### config.mk
export PLATFORM = sky130hd
export DESIGN_NAME = bsc_ctrl
export DESIGN_NICKNAME = d
export VERILOG_FILES = /design/src/bsc_pkg.sv /design/src/bsc_ctrl.sv
export VERILOG_INCLUDE_DIRS = /design/src /design/src/src
export SDC_FILE = /design/constraint.sdc
export NUM_CORES = 1
export LEC_CHECK = 0
export BUFFER_PORTS_ARGS = -buffer_cell sky130_fd_sc_hd__buf_2
export CAP_MARGIN = 20
export CELL_PAD_IN_SITES_DETAIL_PLACEMENT = 1
export CELL_PAD_IN_SITES_GLOBAL_PLACEMENT = 2
export CORE_ASPECT_RATIO = 0.9
export CORE_UTILIZATION = 30
export CTS_CLUSTER_DIAMETER = 150
export DETAILED_ROUTE_END_ITERATION = 12
export GPL_ROUTABILITY_DRIVEN = 0
export PLACE_DENSITY = 0.68
export SLEW_MARGIN = 30
export SYNTH_ARGS = -nofsm -noshare
export SYNTH_HDL_FRONTEND = slang
export SYNTH_SLANG_ARGS = --single-unit
### constraint.sdc
create_clock -name clk_sys -period 10.96 [get_ports clk_sys]
set_input_delay 3.288 -clock clk_sys [delete_from_list [all_inputs] [get_ports clk_sys]]
set_output_delay 3.288 -clock clk_sys [all_outputs]
set_load 0.02 [all_outputs]
### src/bsc_defs.svh
// Constants of the buck switch controller: timing figures and limits
`ifndef BSC_DEFS_SVH
`define BSC_DEFS_SVH
// Core clock rate in MHz
`define BSC_CLK_MHZ 125
// Minimum off time in normal operation, ns
`define BSC_MINOFF_NS 15500
// Soft start stage one minimum off time, ns
`define BSC_SS1_NS 60000
// Soft start stage two minimum off time, ns
`define BSC_SS2_NS 30000
// Leading edge blanking interval, ns
`define BSC_LEB_NS 250
// Least times round up to whole clock cycles
`define BSC_MINOFF_CYC ((`BSC_MINOFF_NS * `BSC_CLK_MHZ + 999) / 1000)
`define BSC_SS1_CYC ((`BSC_SS1_NS * `BSC_CLK_MHZ + 999) / 1000)
`define BSC_SS2_CYC ((`BSC_SS2_NS * `BSC_CLK_MHZ + 999) / 1000)
`define BSC_LEB_CYC ((`BSC_LEB_NS * `BSC_CLK_MHZ + 999) / 1000)
// Switching cycles in each soft start stage
`define BSC_SS_STAGE_CYC 128
// Switching cycles for which open loop detection is blanked
`define BSC_OPEN_BLANK_CYC 64
// Overload delay in ms and reference switching frequency in kHz
`define BSC_OLP_MS 170
`define BSC_OLP_REF_KHZ 36
// Overload delay as a count of switching cycles
`define BSC_OLP_CYC (`BSC_OLP_MS * `BSC_OLP_REF_KHZ)
// Maximum peak current limit, mA
`define BSC_IPK_MAX_MA 500
// Peak limit reduction per microsecond of extra off time, mA
`define BSC_IPK_SLOPE_MA 4
// Short circuit current threshold, mA
`define BSC_SCP_MA 800
// Largest load compensation code
`define BSC_COMP_MAX 15
`endif

### src/bsc_pkg.sv
// Types shared by the buck switch controller
package bsc_pkg;
   // Analog comparator flags, one bit each
   typedef struct packed {
      logic fb_below_ref;   // Feedback below regulation reference
      logic fb_below_olp;   // Feedback below overload threshold
      logic fb_below_open;  // Feedback below open loop threshold
      logic vcc_at_on;      // Supply reached upper threshold
      logic vcc_below_low;  // Supply below lower threshold
      logic vcc_below_rst;  // Supply below restart threshold
      logic temp_hot;       // Junction at thermal trip level
      logic temp_cooled;    // Junction below trip minus hysteresis
   } bsc_sense_t;

   // Fault and sequence status, all levels
   typedef struct packed {
      logic running;        // Switching allowed
      logic soft_start;     // Soft start in progress
      logic overload;       // Overload fault latched
      logic open_loop;      // Open loop fault latched
      logic thermal;        // Thermal shutdown active
      logic short_circuit;  // Short circuit hold active
   } bsc_status_t;

   // Sequencer states
   typedef enum logic [2:0] {
      ST_CHARGE,
      ST_OFF,
      ST_ON,
      ST_SCP,
      ST_FAULT
   } bsc_state_t;
endpackage : bsc_pkg

### src/bsc_ctrl.sv
// Buck switch controller: switching sequencer and protection logic
//
// Behaviour
// - start at upper supply, regulator back below lower
// - faults stop switching, discharge until restart threshold
// - switch on when feedback below reference
// - switch off at peak current limit
// - stay off at least minimum off time
// - peak limit drops with excess off time
// - soft start 60us, 30us, normal; 128 cycles
// - soft start ends once output regulated
// - compensation lowers reference, bigger for faster load
// - ignore current comparator during blanking
// - short circuit stops switching, resumes after min off time
// - overload timer runs below threshold, then faults
// - overload delay counted in switching cycles
// - open loop feedback stops switching, restarts
// - open loop ignored first 64 startup cycles
// - thermal stop until cooled by hysteresis
// - thermal discharge to restart, then recharge
`timescale 1ns/1ps
`include "bsc_defs.svh"

module bsc_ctrl #(
   parameter int OLP_CYC = `BSC_OLP_CYC  // Overload delay in switching cycles
) (
   input wire logic clk_sys,               // Core clock, 125 MHz
   input wire logic arst_n,                // Asynchronous reset, active low
   input wire bsc_pkg::bsc_sense_t sense,  // Comparator flags from pins
   input wire logic [9:0] cur_ma,          // Sensed switch current, mA
   output logic gate_on_ff,                // Power switch drive
   output logic hv_reg_en_ff,              // Startup regulator enable
   output logic latch_discharge_current_ff, // Supply discharge enable
   output logic [3:0] load_compensation_ff, // Reference pull-down code
   output logic [9:0] ipk_limit_ff,        // Present peak current limit, mA
   output bsc_pkg::bsc_status_t status_ff  // Sequence and fault status
);

   localparam logic [15:0] MINOFF = 16'(`BSC_MINOFF_CYC);
   localparam logic [15:0] SS1 = 16'(`BSC_SS1_CYC);
   localparam logic [15:0] SS2 = 16'(`BSC_SS2_CYC);
   localparam logic [5:0] LEB = 6'(`BSC_LEB_CYC);
   localparam logic [9:0] SHORT_CIRCUIT_PROTECT = 10'(`BSC_SCP_MA);
   localparam logic [12:0] OLP_N = 13'(OLP_CYC);

   // Peak current limit for a given off time in cycles
   function automatic logic [9:0] ipk_calc(input logic [15:0] off);
      int us;
      int red;
      us = 0;
      if (off > MINOFF) begin
         us = int'(off - MINOFF) / `BSC_CLK_MHZ;
      end
      red = us * `BSC_IPK_SLOPE_MA;
      if (red >= `BSC_IPK_MAX_MA) begin
         return 10'h000;
      end
      return 10'(`BSC_IPK_MAX_MA - red);
   endfunction : ipk_calc

   // Two-stage synchronisers for pin inputs
   bsc_pkg::bsc_sense_t sense_m_ff;   // First stage, read only by second
   bsc_pkg::bsc_sense_t s;            // Synchronised flags
   logic [9:0] cur_m_ff;              // First stage of current code
   logic [9:0] cur_ff;                // Synchronised current code

   // Sequencer state and counters
   bsc_pkg::bsc_state_t state_ff;     // Present state
   bsc_pkg::bsc_state_t nxt_state;    // Next state
   logic [15:0] off_cnt_ff;           // Cycles since switch turn-off
   logic [15:0] prev_off_ff;          // Off time of previous cycle
   logic [5:0] on_cnt_ff;             // Cycles since turn-on, saturating
   logic [1:0] stage_ff;              // Soft start stage, 2 is normal
   logic [7:0] stage_cnt_ff;          // Switching cycles in this stage
   logic [6:0] start_cnt_ff;          // Cycles since start, to 64
   logic [12:0] olp_cnt_ff;           // Overload switching cycles
   logic therm_ff;                    // Thermal shutdown held
   logic [15:0] minoff;               // Active minimum off time
   logic turn_on;                     // Switch turns on this cycle
   logic turn_off;                    // Switch turns off at the limit
   logic short_hit;                   // Short circuit seen
   logic open_hit;                    // Open loop fault seen
   logic olp_hit;                     // Overload delay expired
   logic fault;                       // Any latching fault

   // Synchronise comparator flags and current code
   always_ff @(posedge clk_sys or negedge arst_n) begin
      if (!arst_n) begin
         sense_m_ff <= '0;
         s <= '0;
         cur_m_ff <= 10'h000;
         cur_ff <= 10'h000;
      end else begin
         sense_m_ff <= sense;
         s <= sense_m_ff;
         cur_m_ff <= cur_ma;
         cur_ff <= cur_m_ff;
      end
   end

   // Minimum off time by soft start stage
   always_comb begin
      case (stage_ff)
         2'h0: minoff = SS1;
         2'h1: minoff = SS2;
         default: minoff = MINOFF;
      endcase
   end

   // Switching events and fault decode
   always_comb begin
      // feedback starts cycle, after min off
      turn_on = (state_ff == bsc_pkg::ST_OFF) && (off_cnt_ff >= minoff) && s.fb_below_ref;
      short_hit = (state_ff == bsc_pkg::ST_ON) && (on_cnt_ff >= LEB) && (cur_ff >= SHORT_CIRCUIT_PROTECT);
      turn_off = (state_ff == bsc_pkg::ST_ON) && (on_cnt_ff >= LEB) && !short_hit
         && (cur_ff >= ipk_limit_ff);
      open_hit = s.fb_below_open && (start_cnt_ff >= 7'(`BSC_OPEN_BLANK_CYC));
      olp_hit = (olp_cnt_ff >= OLP_N);
      // Faults count only in the ON, OFF and short circuit hold states
      fault = ((state_ff == bsc_pkg::ST_ON) || (state_ff == bsc_pkg::ST_OFF)
         || (state_ff == bsc_pkg::ST_SCP)) && (open_hit || olp_hit || s.temp_hot);
   end

   // Next state
   always_comb begin
      nxt_state = state_ff;
      case (state_ff)
         bsc_pkg::ST_CHARGE: begin
            // start at upper threshold, not while hot
            if (s.vcc_at_on && !therm_ff && !s.temp_hot) begin
               nxt_state = bsc_pkg::ST_OFF;
            end
         end
         bsc_pkg::ST_OFF: begin
            if (fault) begin
               nxt_state = bsc_pkg::ST_FAULT;
            end else if (turn_on) begin
               nxt_state = bsc_pkg::ST_ON;
            end
         end
         bsc_pkg::ST_ON: begin
            if (fault) begin
               nxt_state = bsc_pkg::ST_FAULT;
            end else if (short_hit) begin
               nxt_state = bsc_pkg::ST_SCP;
            end else if (turn_off) begin
               nxt_state = bsc_pkg::ST_OFF;
            end
         end
         bsc_pkg::ST_SCP: begin
            if (fault) begin
               nxt_state = bsc_pkg::ST_FAULT;
            end else if (off_cnt_ff >= minoff) begin
               nxt_state = bsc_pkg::ST_OFF;
            end
         end
         bsc_pkg::ST_FAULT: begin
            if (s.vcc_below_rst) begin
               nxt_state = bsc_pkg::ST_CHARGE;
            end
         end
         default: nxt_state = bsc_pkg::ST_CHARGE;
      endcase
   end

   // State register
   always_ff @(posedge clk_sys or negedge arst_n) begin
      if (!arst_n) begin
         state_ff <= bsc_pkg::ST_CHARGE;
      end else begin
         state_ff <= nxt_state;
      end
   end

   // Off time and on time counters
   always_ff @(posedge clk_sys or negedge arst_n) begin
      if (!arst_n) begin
         off_cnt_ff <= 16'h0000;
         on_cnt_ff <= 6'h00;
      end else begin
         if (nxt_state == bsc_pkg::ST_ON) begin
            off_cnt_ff <= 16'h0000;
         end else if (state_ff == bsc_pkg::ST_ON || state_ff == bsc_pkg::ST_CHARGE) begin
            off_cnt_ff <= 16'h0000;
         end else if (off_cnt_ff != 16'hFFFF) begin
            off_cnt_ff <= off_cnt_ff + 16'h0001;
         end
         if (state_ff != bsc_pkg::ST_ON) begin
            on_cnt_ff <= 6'h00;
         end else if (on_cnt_ff < LEB) begin
            on_cnt_ff <= on_cnt_ff + 6'h01;
         end
      end
   end

   // Peak limit taken from the off time that just ended
   always_ff @(posedge clk_sys or negedge arst_n) begin
      if (!arst_n) begin
         ipk_limit_ff <= 10'(`BSC_IPK_MAX_MA);
      end else if (turn_on) begin
         // limit falls with excess off time
         ipk_limit_ff <= ipk_calc(off_cnt_ff);
      end
   end

   // Load compensation tracks shortening off times
   always_ff @(posedge clk_sys or negedge arst_n) begin
      if (!arst_n) begin
         load_compensation_ff <= 4'h0;
         prev_off_ff <= 16'h0000;
      end else if (state_ff == bsc_pkg::ST_CHARGE) begin
         load_compensation_ff <= 4'h0;
         prev_off_ff <= 16'h0000;
      end else if (turn_on) begin
         prev_off_ff <= off_cnt_ff;
         // step grows with rate of load change
         if (prev_off_ff > off_cnt_ff) begin
            // Sum taken in eight bits so a large step cannot wrap the code
            if (8'(load_compensation_ff) + 8'((prev_off_ff - off_cnt_ff) >> 9) + 8'h01
               >= 8'(`BSC_COMP_MAX)) begin
               load_compensation_ff <= 4'(`BSC_COMP_MAX);
            end else begin
               // Below the ceiling, so the step fits four bits
               load_compensation_ff <= load_compensation_ff
                  + 4'((prev_off_ff - off_cnt_ff) >> 9) + 4'h1;
            end
         end else if (prev_off_ff < off_cnt_ff && load_compensation_ff != 4'h0) begin
            load_compensation_ff <= load_compensation_ff - 4'h1;
         end
      end
   end

   // Soft start stage sequencing
   always_ff @(posedge clk_sys or negedge arst_n) begin
      if (!arst_n) begin
         stage_ff <= 2'h0;
         stage_cnt_ff <= 8'h00;
         start_cnt_ff <= 7'h00;
      end else if (state_ff == bsc_pkg::ST_CHARGE) begin
         stage_ff <= 2'h0;
         stage_cnt_ff <= 8'h00;
         start_cnt_ff <= 7'h00;
      end else begin
         if (state_ff == bsc_pkg::ST_OFF && stage_ff != 2'h2
            && off_cnt_ff >= minoff && !s.fb_below_ref) begin
            stage_ff <= 2'h2;
         end else if (turn_on && stage_ff != 2'h2) begin
            if (stage_cnt_ff == 8'(`BSC_SS_STAGE_CYC - 1)) begin
               stage_ff <= stage_ff + 2'h1;
               stage_cnt_ff <= 8'h00;
            end else begin
               stage_cnt_ff <= stage_cnt_ff + 8'h01;
            end
         end
         if (turn_on && start_cnt_ff < 7'(`BSC_OPEN_BLANK_CYC)) begin
            start_cnt_ff <= start_cnt_ff + 7'h01;
         end
      end
   end

   // Overload timer in switching cycles
   always_ff @(posedge clk_sys or negedge arst_n) begin
      if (!arst_n) begin
         olp_cnt_ff <= 13'h0000;
      end else if (state_ff == bsc_pkg::ST_CHARGE || !s.fb_below_olp) begin
         olp_cnt_ff <= 13'h0000;
      end else if (turn_on && olp_cnt_ff < OLP_N) begin
         olp_cnt_ff <= olp_cnt_ff + 13'h0001;
      end
   end

   // Thermal shutdown hold
   always_ff @(posedge clk_sys or negedge arst_n) begin
      if (!arst_n) begin
         therm_ff <= 1'b0;
      end else if (s.temp_hot) begin
         therm_ff <= 1'b1;
      end else if (s.temp_cooled) begin
         therm_ff <= 1'b0;
      end
   end

   // Power switch and supply control outputs
   always_ff @(posedge clk_sys or negedge arst_n) begin
      if (!arst_n) begin
         gate_on_ff <= 1'b0;
         hv_reg_en_ff <= 1'b1;
         latch_discharge_current_ff <= 1'b0;
      end else begin
         gate_on_ff <= (nxt_state == bsc_pkg::ST_ON);
         latch_discharge_current_ff <= (nxt_state == bsc_pkg::ST_FAULT);
         case (nxt_state)
            bsc_pkg::ST_CHARGE: hv_reg_en_ff <= 1'b1;
            bsc_pkg::ST_FAULT: hv_reg_en_ff <= 1'b0;
            default: hv_reg_en_ff <= s.vcc_below_low;
         endcase
      end
   end

   // Status flags
   always_ff @(posedge clk_sys or negedge arst_n) begin
      if (!arst_n) begin
         status_ff <= '0;
      end else begin
         status_ff.running <= (nxt_state == bsc_pkg::ST_ON) || (nxt_state == bsc_pkg::ST_OFF);
         status_ff.soft_start <= (stage_ff != 2'h2) && (state_ff != bsc_pkg::ST_CHARGE);
         status_ff.short_circuit <= (nxt_state == bsc_pkg::ST_SCP);
         status_ff.thermal <= therm_ff || s.temp_hot;
         if (state_ff == bsc_pkg::ST_CHARGE && nxt_state == bsc_pkg::ST_OFF) begin
            status_ff.overload <= 1'b0;
            status_ff.open_loop <= 1'b0;
         end else if (fault) begin
            status_ff.overload <= status_ff.overload | olp_hit;
            status_ff.open_loop <= status_ff.open_loop | open_hit;
         end
      end
   end

endmodule : bsc_ctrl

== Word level (Yosys, flattened, before mapping) ==
Cells that the tools add are included.
Storage, ports and cells
  input port bits: 20
  register bits after elaboration: 131
  word-level logic and storage cells: 180
Operators by class
  eq/ne operators: 14
  $add $sub $neg: 14
  divide/modulo/power cells: 1
  bitwise logic cells: 2
  muxes and demuxes: 46
  order comparisons: 14
  reduce and logical (&&, ||, !) cells: 51
Operator list (number)
  $mux 16: 5
  $mux 30: 2
  $div 32x8->32 const B: 1
  $ge 32x10->1 const B: 1
  $mux 8: 4
  $mux 3: 9
  $mux 13: 2
  $pmux 13 s2: 1
  $mux 10: 2
  $mux 4: 5
  $logic_and 1x1->1: 19
  $sub 16x11->17 const B: 1
  $add 16x1->16 const B: 1
  $add 8x1->8 const B: 2
  $ge 16x13->1: 1
  $gt 16x11->1 const B: 1
  $gt 16x16->1: 1
  $lt 16x16->1: 1
  $ne 16x16->1 const B: 1
  $sub 16x16->16: 1
  $pmux 3 s5: 1
  $reduce_bool 3->1: 5
  $mux 7: 2
  $reduce_bool 2->1: 7
  36 further kinds: 66

== Longest topological paths before layout ==
Gate-level depths: netlist of run 1.
  depth after elaboration: 13
  gate-level depth with buffers: 45
  depth with buffers taken out: 40

== Worst setup path before layout of run 1 ==
No wires, ideal clock.
  path type: register -> register
  start point: register off_cnt_ff[1]
  end point: register ipk_limit_ff[9]
  clock period less this slack: 9920 ps
  arrival: 9782 ps
  stages on the path, launching flop included: 43
  library setup time: 138 ps
  path slack: 1040 ps
  cells stage by stage: dfrtp_1 > inv_1 > ha_1 > buf_2 > xnor2_1 > and3_1 > o21ai_1 > nor3_1 > o211ai_2 > a211o_4 > o21ai_2 > nand2_1 > o311ai_2 > o41ai_2 > and4_1 > buf_6 > a32o_1 > or4b_4 > (+7 left out) > o221a_4 > a21oi_1 > xnor2_1 > inv_1 > ha_1 > a2111oi_4 > a221oi_2 > xor2_1 > o41ai_1 > o211ai_1 > ha_1 > a31oi_1 > xnor2_1 > nand2_1 > o311ai_0 > o21ai_0 > a41oi_4 > o22ai_1
On the way
  word-level cells in the longest chain between the ends: 8
Ends and longest elaborated chain
  from (decl): line bsc_ctrl.sv:70  | logic [15:0] off_cnt_ff;
  from (signal assigned): line bsc_ctrl.sv:186  | off_cnt_ff <= off_cnt_ff + 16'h0001;
  $sub 16x11->17: line bsc_ctrl.sv:52  | us = int'(off - MINOFF) / `BSC_CLK_MHZ;
  $div 32x8->32 (no line)
  $mux 30: line bsc_ctrl.sv:51  | if (off > MINOFF) begin
  $mux 30: line bsc_ctrl.sv:200  | end else if (turn_on) begin
  $ge 32x10->1 (no line)
  $mux 1: line bsc_ctrl.sv:55  | if (red >= `BSC_IPK_MAX_MA) begin
  $mux 1: line bsc_ctrl.sv:200
  $mux 10: line bsc_ctrl.sv:58  | return 10'(`BSC_IPK_MAX_MA - red);
  to (signal assigned): line bsc_ctrl.sv:199  | ipk_limit_ff <= 10'(`BSC_IPK_MAX_MA);
  to (signal assigned): line bsc_ctrl.sv:202  | ipk_limit_ff <= ipk_calc(off_cnt_ff);
  to (decl): line bsc_ctrl.sv:35  | output logic [9:0] ipk_limit_ff,
Parallel ways exist; a longest one is shown, timed or not. The select of a mux whose other input is x is not followed.
A chain may end at the register's enable or synchronous reset.

== Worst setup path after layout of run 1 ==
  start point: register off_cnt_ff[2]
  end point: register ipk_limit_ff[9]
Same word-level chain as after synthesis.

==> reports/summary.txt, run 1 <==
All-Layer GR Usage: 17.9%
pre-CTS setup slack: 0.0918 ns
Period Utilization, post-route: 94.6%
startpoint class of the critical path: flip-flop
Slew headroom: 40.4%
top cell type's share of synthesized area: 29.9%
Post-Synthesis Cells: 1192
#FFs+latches synth: 129
Hold Slack: 0.347 ns
status: completed
worst skew pair latency: 0.42 ns
routed len/inst: 17.5 um
TritonCTS clock tree: built
Worst Path Required: 11.24 ns
Placed Cells: 1690
min setup slack post-route: 0.593 ns
Final Hold Viols: 0
Final Max Tran Viols: 0
CP Max Fanout: 11
R2R cell count: 39
Routed Antenna Nets: 0
CP Class: reg -> reg
number of fill cells: 3927
Core Region: 33200 um2
CP endpoint kind: flip-flop
Mapped Area: 10200 um2
initial antenna violation count: 0
Area contributors post-synth: dfrtp_1, ha_1, xnor2_1, o21ai_0, nor2_1
total power: 1.31 mW
fin nets: 1347
setup TNS: 0 ns
Power Dens Cells: 109 nW/um2
max-cap violations: 0
Synth Flop Type: dfrtp_1
post-route minimum period: 10.37 ns
CTS Sinks: 129
Post-synth EDFFs: 0
Vias: 9232
Clock Path Buffers: 2
drt total wl: 30300 um
register area: 3240 um2
area delta synth->final: 18.0%
reg2reg end: ipk_limit_ff[9]$_DFFE_PN0P_
Largest stage delay, worst path: 0.61 ns
final setup violation count: 0
Clock Pin Slew Worst Setup and Hold Paths: 0.06 ns
synth warn: 0
Synth area leader: dfrtp_1
count of port buffers added during placement: 40
die height: 177 um
syn avg cell area: 8.55 um2
leading cell types in the layout, fill and taps excluded: dfrtp_1, nor2_1, nand2_1
critical path capture point: ipk_limit_ff[9]$_DFFE_PN0P_
Non-Filler Instances: 1734
Hold WC Path Type: reg -> reg
Critical Path AT: 10.65 ns
crit path launch: off_cnt_ff[2]$_DFFE_PN0P_
vias in the first global route: 9398
largest net degree at the start of global routing: 72
drt first-iter violations: 438
Max stage delay cell, worst path: or4b_4
first-pass GRT wire length: 50500 um
worst ir drop on vdd: 0.000102 V
most common cell after layout, fill and taps aside: dfrtp_1
Multi-input gate area: 6780 um2
root buffer cell: clkbuf_16
RR Startpoint: off_cnt_ff[2]$_DFFE_PN0P_
Slew @ Worst Pin: 0.887 ns
ys async rst share: 100%
Die X: 196 um
antenna diode count: 0
Unique masters post-synth: 105
clk_skew: 0.00805 ns
Leak Pwr: 4.92 nW
Inserted Clock Buffers: 17
DR vias/cell: 5.32
Peak Freq: 96.5 MHz
share of post-route cells with drive strength above 1: 17.7%
R2R Setup Slk: 0.59 ns
grt total ovfl: 0
I/O pin count: 43
H-tree depth: 4
Site Rows: 63
register area share after synthesis: 31.8%
Die Footprint: 34700 um2
drt first pass iters: 5
DRC: 0
post-detail-place hpwl: 23200 um
Initial Utilization: 30.7%
Post-CTS Hold Fix Bufs: 0
cells by family after synthesis:
| group | Yosys count | synth area share (%) |
|---|---|---|
| and+or+nand+nor | 448 | 22.3 |
| adders and majority gates | 61 | 7.56 |
| buffers and inverters | 93 | 3.76 |
| other | 1 | 0.0368 |
| xor gates and xnor gates | 88 | 8.00 |
| DFF | 129 | 31.8 |
| muxes | 19 | 1.94 |
| AOI/OAI and AO/OA | 353 | 24.7 |
how the worst min path moves through the flow:
stage | start | cells past startpoint | slack [ns] | endpoint
after floorplan | cur_m_ff[0]$_DFF_PN0_ | 0 | 0.33 | cur_ff[0]$_DFF_PN0_
after global placement | sense_m_ff[4]$_DFF_PN0_ | 0 | 0.33 | s[4]$_DFF_PN0_
after detailed placement | cur_m_ff[9]$_DFF_PN0_ | 0 | 0.34 | cur_ff[9]$_DFF_PN0_
after CTS | cur_m_ff[6]$_DFF_PN0_ | 0 | 0.35 | cur_ff[6]$_DFF_PN0_
after global routing | cur_m_ff[4]$_DFF_PN0_ | 0 | 0.35 | cur_ff[4]$_DFF_PN0_
final | cur_m_ff[6]$_DFF_PN0_ | 0 | 0.35 | cur_ff[6]$_DFF_PN0_
cell usage after synthesis, types with 21 or more instances:
master,number
xor2_1,26
clkbuf_1,31
xnor2_1,56
nand3_1,61
ha_1,60
nor3_1,36
nand2_1,97
a21oi_1,58
o21ai_0,87
nor2b_1,21
inv_1,50
nor2_1,111
dfrtp_1,122
critical path, delay by kind of cell (launching register included):
kind | cells | cell delay, ns
flops | 1 | 0.48
xor+xnor | 4 | 0.62
simple gates | 6 | 1.63
buf+inv | 2 | 0.22
compound gates | 24 | 6.49
fa+ha+maj | 3 | 0.76
report_power, final:
part           internal, mW  leakage, nW  switching, mW
Clock                 0.367        0.306          0.232
Sequential            0.491         1.68         0.0124
Combinational        0.0794         2.94          0.128
layer usage:
layer	vias to the layer above	share of wire (%)	global-route usage (%)
li1	4548	-	-
met3	25	1.4	1.96
met5	-	0	0
met2	85	46	28.8
met4	0	1.2	3.91
met1	4574	51	25.8
sequential cells by signal, indices dropped and copies added (netlist names), 7 cells and up:
signal	cells
cur_ff	10
cur_m_ff	10
ipk_limit_ff	8
off_cnt_ff	16
olp_cnt_ff	13
prev_off_ff	16
s	8
sense_m_ff	8
stage_cnt_ff	8
start_cnt_ff	7
layout make-up:
| type | count | area share (%) |
|---|---|---|
| clock buffer | 18 | 3.57 |
| clock inverter | 14 | 1.61 |
| inverter | 51 | 1.59 |
| multi-input combinational | 971 | 56.3 |
| sequential | 129 | 26.9 |
| tap | 455 | 4.73 |
| timing repair buffer | 96 | 5.24 |
metrics by stage:
stage | util [%] | area (um2)
2_1_floorplan | - | 10200
3_3_place_gp | 33.5 | 11100
3_5_place_dp | 33.5 | 11100
4_1_cts | 35.4 | 11700
5_1_grt | 36.3 | 12000
6_report | 36.3 | 12000
repair_timing:
item                                    in CTS  in global routing
resized for setup                            0                 41
setup buffers                                0                 12
endpoints found under the setup margin       0                  8
endpoints found under the hold margin        0                  0
No activity file was read; power rests on OpenSTA's default activity.
==> inputs of run 2 (changes only) <==
==> constraint.sdc (replaced) <==
create_clock -name clk_sys -period 10 [get_ports clk_sys]
set_input_delay 3 -clock clk_sys [delete_from_list [all_inputs] [get_ports clk_sys]]
set_output_delay 3 -clock clk_sys [all_outputs]
set_load 0.02 [all_outputs]
==> run 2 against run 1 <==
Against the previous run:
- via count rose by 3.0%
- fmax increased by 7.7%
- first-iteration DRC count fell by 2.7%
- sequential share of layout area is 1.2 points lower
- worst setup slack got worse by 0.22 ns
- flip-flop and latch count unchanged
- wire length rose by 2.9%
- count of clock-buffer cells in the layout is 1 lower
- non-clock buffer count up 57
- largest power group unchanged
==> reports/summary.txt, run 2 (synthesized netlist as in run 1, its figures left out) <==
Post-CTS Hold Fix Bufs: 0
count of port buffers added during placement: 40
Slew headroom: 37.5%
Final Max Tran Viols: 0
pre-CTS setup slack: -0.206 ns
most common cell after layout, fill and taps aside: dfrtp_1
Die X: 196 um
CP most frequent cell: o211ai_1
Initial Utilization: 30.7%
TritonCTS clock tree: built
Max stage delay cell, worst path: or4b_4
startpoint class of the critical path: flip-flop
largest net degree at the start of global routing: 69
first-pass GRT wire length: 51900 um
Largest regs: off_cnt_ff: 16 flops, prev_off_ff: 16 flops, olp_cnt_ff: 13 flops
die height: 177 um
share of post-route cells with drive strength above 1: 22.7%
register area: 3240 um2
Power Dens Cells: 110 nW/um2
Die Footprint: 34700 um2
Period Utilization, post-route: 96.2%
Final Hold Viols: 0
post-route minimum period: 9.62 ns
status: completed
Site Rows: 63
Slew @ Worst Pin: 0.931 ns
Worst Path Required: 10.32 ns
total power: 1.38 mW
fin nets: 1404
drt total wl: 31200 um
grt total ovfl: 0
Leak Pwr: 5.23 nW
worst ir drop on vdd: 0.000109 V
post-detail-place hpwl: 24100 um
Inserted Clock Buffers: 17
vias in the first global route: 9841
CP Class: reg -> reg
worst skew pair latency: 0.42 ns
number of fill cells: 3948
CTS Sinks: 129
final setup violation count: 0
Routed Antenna Nets: 0
Placed Cells: 1747
drt first-iter violations: 426
Non-Filler Instances: 1791
min setup slack post-route: 0.378 ns
Vias: 9508
buffers and inverters on the worst path: 4
Multi-input gate area: 6990 um2
routed len/inst: 17.4 um
Largest stage delay, worst path: 0.57 ns
max-cap violations: 0
area delta synth->final: 23.6%
Critical Path AT: 9.94 ns
initial antenna violation count: 0
Hold WC Path Type: reg -> reg
antenna diode count: 0
Clock Path Buffers: 2
Largest delay share family, worst path: compound AO/OA/AOI/OAI gates
CP endpoint kind: flip-flop
drt first pass iters: 4
clk_skew: 0.0156 ns
root buffer cell: clkbuf_16
DR vias/cell: 5.31
All-Layer GR Usage: 18.3%
DRC: 0
Clock Pin Slew Worst Setup and Hold Paths: 0.07 ns
I/O pin count: 43
H-tree depth: 4
CP Max Fanout: 8
Core Region: 33200 um2
Peak Freq: 104 MHz
leading cell types in the layout, fill and taps excluded: dfrtp_1, buf_4, nor2_1
Hold Slack: 0.344 ns
==> run 2: cell types whose count changed in the layout (fill, tap and decap cells not counted), moves of 3 or more <==
| cell | delta |
|---|---|
| buf_4 | +57 |
| bufinv_16 | -3 |
| clkinv_4 | -3 |
| inv_6 | +3 |
| o21ai_0 | -3 |
==> run 2: area by class of cell <==
| cell class | instances | area share [%] |
|---|---|---|
| Multi-Input combinational cell | 971 | 55.4 |
| Sequential cell | 129 | 25.7 |
| Timing Repair Buffer | 153 | 8.35 |
| Tap cell | 455 | 4.52 |
| Clock buffer | 17 | 3.38 |
| Inverter | 51 | 1.52 |
| Clock inverter | 15 | 1.11 |
==> run 2: power by group <==
group	leakage (nW)	internal (mW)	switching [mW]
clock network	0.275	0.330	0.264
registers	1.68	0.538	0.0134
logic	3.27	0.0908	0.146
total	5.23	0.959	0.424
==> run 2: layer usage <==
| metal | up-vias | GRT usage (%) | routed length [um] |
|---|---|---|---|
| met2 | 92 | 30.3 | 14700 |
| met1 | 4726 | 25.8 | 15700 |
| met4 | 0 | 3.65 | 267 |
| met5 | - | 0 | 0 |
| met3 | 23 | 1.73 | 509 |
| li1 | 4667 | - | - |
==> run 2: what timing repair did <==
action,CTS,global route
setup endpoints to repair,8,8
pin swaps,2,27
setup buffers,3,9
resized for setup,18,58
==> run 2: worst reg2reg max path: cells and delay by family, from the launching register on <==
| kind | cells | cell delay [ns] |
|---|---|---|
| and+or+nand+nor | 6 | 1.64 |
| DFF | 1 | 0.34 |
| adders and majority gates | 3 | 0.63 |
| AOI/OAI and AO/OA | 24 | 5.84 |
| xor gates and xnor gates | 4 | 0.59 |
| buffers and inverters | 4 | 0.47 |
==> run 2: path summary, 6_finish.rpt <==
path	from	end	slack (ns)	depth (start not counted)
min in group asynchronous	arst_n	cur_ff[2]$_DFF_PN0_	2.56	1
worst min-delay path	cur_m_ff[7]$_DFF_PN0_	cur_ff[7]$_DFF_PN0_	0.34	0
max in group asynchronous	arst_n	s[7]$_DFF_PN0_	6.18	2
worst max-delay path	off_cnt_ff[1]$_DFFE_PN0P_	ipk_limit_ff[5]$_DFFE_PN1P_	0.38	41
worst min register to register	cur_m_ff[7]$_DFF_PN0_	cur_ff[7]$_DFF_PN0_	0.34	0
worst max register to register	off_cnt_ff[1]$_DFFE_PN0P_	ipk_limit_ff[5]$_DFFE_PN1P_	0.38	41
==> run 2: through the flow <==
| stage | TNS (ns) | cell area (um2) | util (%) |
|---|---|---|---|
| 5_1_grt | -0.533 | 12600 | 38.0 |
| 3_5_place_dp | -1.31 | 11500 | 34.8 |
| 2_1_floorplan | 0 | 10200 | - |
| 3_3_place_gp | -0.0116 | 11500 | 34.8 |
| 6_report | 0 | 12600 | 38.0 |
| 4_1_cts | 0 | 12200 | 36.8 |
==> inputs of run 3 (changes only) <==
--- a/config.mk
+++ b/config.mk
@@ -8,14 +8,14 @@
 export LEC_CHECK = 0
 export BUFFER_PORTS_ARGS = -buffer_cell sky130_fd_sc_hd__buf_2
 export CAP_MARGIN = 20
-export CELL_PAD_IN_SITES_DETAIL_PLACEMENT = 1
-export CELL_PAD_IN_SITES_GLOBAL_PLACEMENT = 2
+export CELL_PAD_IN_SITES_DETAIL_PLACEMENT = 0
+export CELL_PAD_IN_SITES_GLOBAL_PLACEMENT = 1
 export CORE_ASPECT_RATIO = 0.9
-export CORE_UTILIZATION = 30
+export CORE_UTILIZATION = 39
 export CTS_CLUSTER_DIAMETER = 150
 export DETAILED_ROUTE_END_ITERATION = 12
 export GPL_ROUTABILITY_DRIVEN = 0
-export PLACE_DENSITY = 0.68
+export PLACE_DENSITY = 0.71
 export SLEW_MARGIN = 30
 export SYNTH_ARGS = -nofsm -noshare
 export SYNTH_HDL_FRONTEND = slang
==> run 3 against run 2 <==
Against the previous run:
- register-to-register slack better by 0.09 ns
- final cell count down 6.8%
- fmax grew 0.94%
- highest routed layer unchanged
- power decreased by 2.5%
- worst setup slack improved by 0.090 ns
- utilization rose by 11 points
- design area down 2.1%
- non-clock buffer count fell by 9
- critical path depth fell by 1
==> reports/summary.txt, run 3 (synthesized netlist as in run 1, its figures left out) <==
status: completed
most common cell after layout, fill and taps aside: dfrtp_1
R2R Setup Slk: 0.47 ns
largest net degree at the start of global routing: 67
Non-Filler Instances: 1669
Peak Freq: 105 MHz
final std cell area, no fill: 12300 um2
R2R cell count: 40
Inserted Clock Buffers: 17
share of post-route cells with drive strength above 1: 22.2%
area delta synth->final: 21.1%
hold path depth: 0
total power: 1.35 mW
critical path depth in cells: 40
All-Layer GR Usage: 20.5%
Slew @ Worst Pin: 1.00 ns
count of port buffers added during placement: 40
Leak Pwr: 5.15 nW
Clock Pin Slew Worst Setup and Hold Paths: 0.06 ns
CP Class: reg -> reg
met1 GRT Util: 30.1%
worst ir drop on vdd: 0.000116 V
H-tree depth: 4
startpoint class of the critical path: flip-flop
clk_skew: 0.0117 ns
crit path launch: off_cnt_ff[1]$_DFFE_PN0P_
Final Hold Viols: 0
TritonCTS clock tree: built
DRC: 0
fin nets: 1395
Hold WC Path Type: reg -> reg
leading cell types in the layout, fill and taps excluded: dfrtp_1, nor2_1, buf_4
Period Utilization, post-route: 95.3%
max-cap violations: 0
Post-CTS Hold Fix Bufs: 0
Final Max Tran Viols: 0
met2 Use GR: 31.8%
placed cell areas: 11300 um2
final setup violation count: 0
Routed Antenna Nets: 0
CTS Sinks: 129
Power Dens Cells: 109 nW/um2
Largest delay share family, worst path: compound AO/OA/AOI/OAI gates
drt total wl: 26800 um
most used routing layer: met2
Placed Cells: 1623
Largest stage delay, worst path: 0.58 ns
buffers and inverters on the worst path: 3
DR vias/cell: 5.60
reg2reg end: ipk_limit_ff[9]$_DFFE_PN0P_
routed len/inst: 16.1 um
antenna diode count: 0
CP endpoint kind: flip-flop
Initial Utilization: 40.1%
M3 GR Usage: 2.39%
Slew headroom: 32.4%
Multi-input gate area: 6930 um2
Critical Path AT: 9.81 ns
Die X: 172 um
vias in the first global route: 8821
first-pass GRT wire length: 44500 um
Worst Path Required: 10.27 ns
CP Max Fanout: 11
root buffer cell: clkbuf_16
initial antenna violation count: 0
worst skew pair latency: 0.42 ns
drt first pass iters: 7
RR Startpoint: off_cnt_ff[1]$_DFFE_PN0P_
grt total ovfl: 0
I/O pin count: 43
critical path capture point: ipk_limit_ff[9]$_DFFE_PN0P_
Die Footprint: 26800 um2
register area: 3240 um2
post-route minimum period: 9.53 ns
Core Region: 25400 um2
die height: 155 um
Site Rows: 55
post-detail-place hpwl: 20300 um
Hold Slack: 0.342 ns
Largest regs: off_cnt_ff: 16 flops, prev_off_ff: 16 flops, olp_cnt_ff: 13 flops
Clock Path Buffers: 2
Max stage delay cell, worst path: or4b_4
Final Core Density: 48.6%
Vias: 9352
number of fill cells: 2452
drt first-iter violations: 675
==> run 3: layer usage <==
metal  vias to the layer above  routed length, um
li1                       4656                  -
met1                      4526              13600
met2                       144              12400
met3                        26                631
met4                         0                271
met5                         -                  0
==> run 3: report_power, final <==
part | switching (mW) | leakage (nW) | internal, mW
Clock | 0.246 | 0.259 | 0.322
Sequential | 0.0124 | 1.68 | 0.539
Combinational | 0.139 | 3.22 | 0.0899
Total | 0.398 | 5.15 | 0.951
==> run 3: cell type report <==
cell class              instances  area share, %
multi-input cells             971           56.2
clock buffers                  17           3.45
inverters                      51           1.55
repair buffers                144           8.10
flip-flops and latches        129           26.3
clock inverters                15          0.983
well taps                     342           3.47
==> run 3: timing repair <==
| item | 4_1_cts | 5_1_grt |
|---|---|---|
| gates resized for setup | 15 | 62 |
| buffers inserted | 4 | 10 |
| endpoints found under the setup margin | 8 | 8 |
| pin swaps | 2 | 28 |
==> run 3: worst reg2reg max path, delay by kind of cell (launching register included) <==
| family | cells | cell delay, ns |
|---|---|---|
| AOI/OAI and AO/OA | 20 | 5.27 |
| and+or+nand+nor | 8 | 1.82 |
| adders and majority gates | 3 | 0.66 |
| xor gates and xnor gates | 6 | 0.84 |
| DFF | 1 | 0.37 |
| buffers and inverters | 3 | 0.45 |
==> run 3: how the worst min path moves through the flow <==
stage                                  from                  end
global route          cur_m_ff[5]$_DFF_PN0_  cur_ff[5]$_DFF_PN0_
finish              sense_m_ff[1]$_DFF_PN0_       s[1]$_DFF_PN0_
detailed placement    cur_m_ff[3]$_DFF_PN0_  cur_ff[3]$_DFF_PN0_
global placement    sense_m_ff[4]$_DFF_PN0_       s[4]$_DFF_PN0_
CTS                 sense_m_ff[1]$_DFF_PN0_       s[1]$_DFF_PN0_
floorplan             cur_m_ff[0]$_DFF_PN0_  cur_ff[0]$_DFF_PN0_
==> run 3: stage by stage <==
step | setup WS [ns] | setup TNS, ns
floorplan | 0.0802 | 0
global placement | 0.0242 | 0
detailed placement | -0.0828 | -0.340
CTS | 0.00186 | 0
global route | -0.0354 | -0.0354
finish | 0.468 | 0
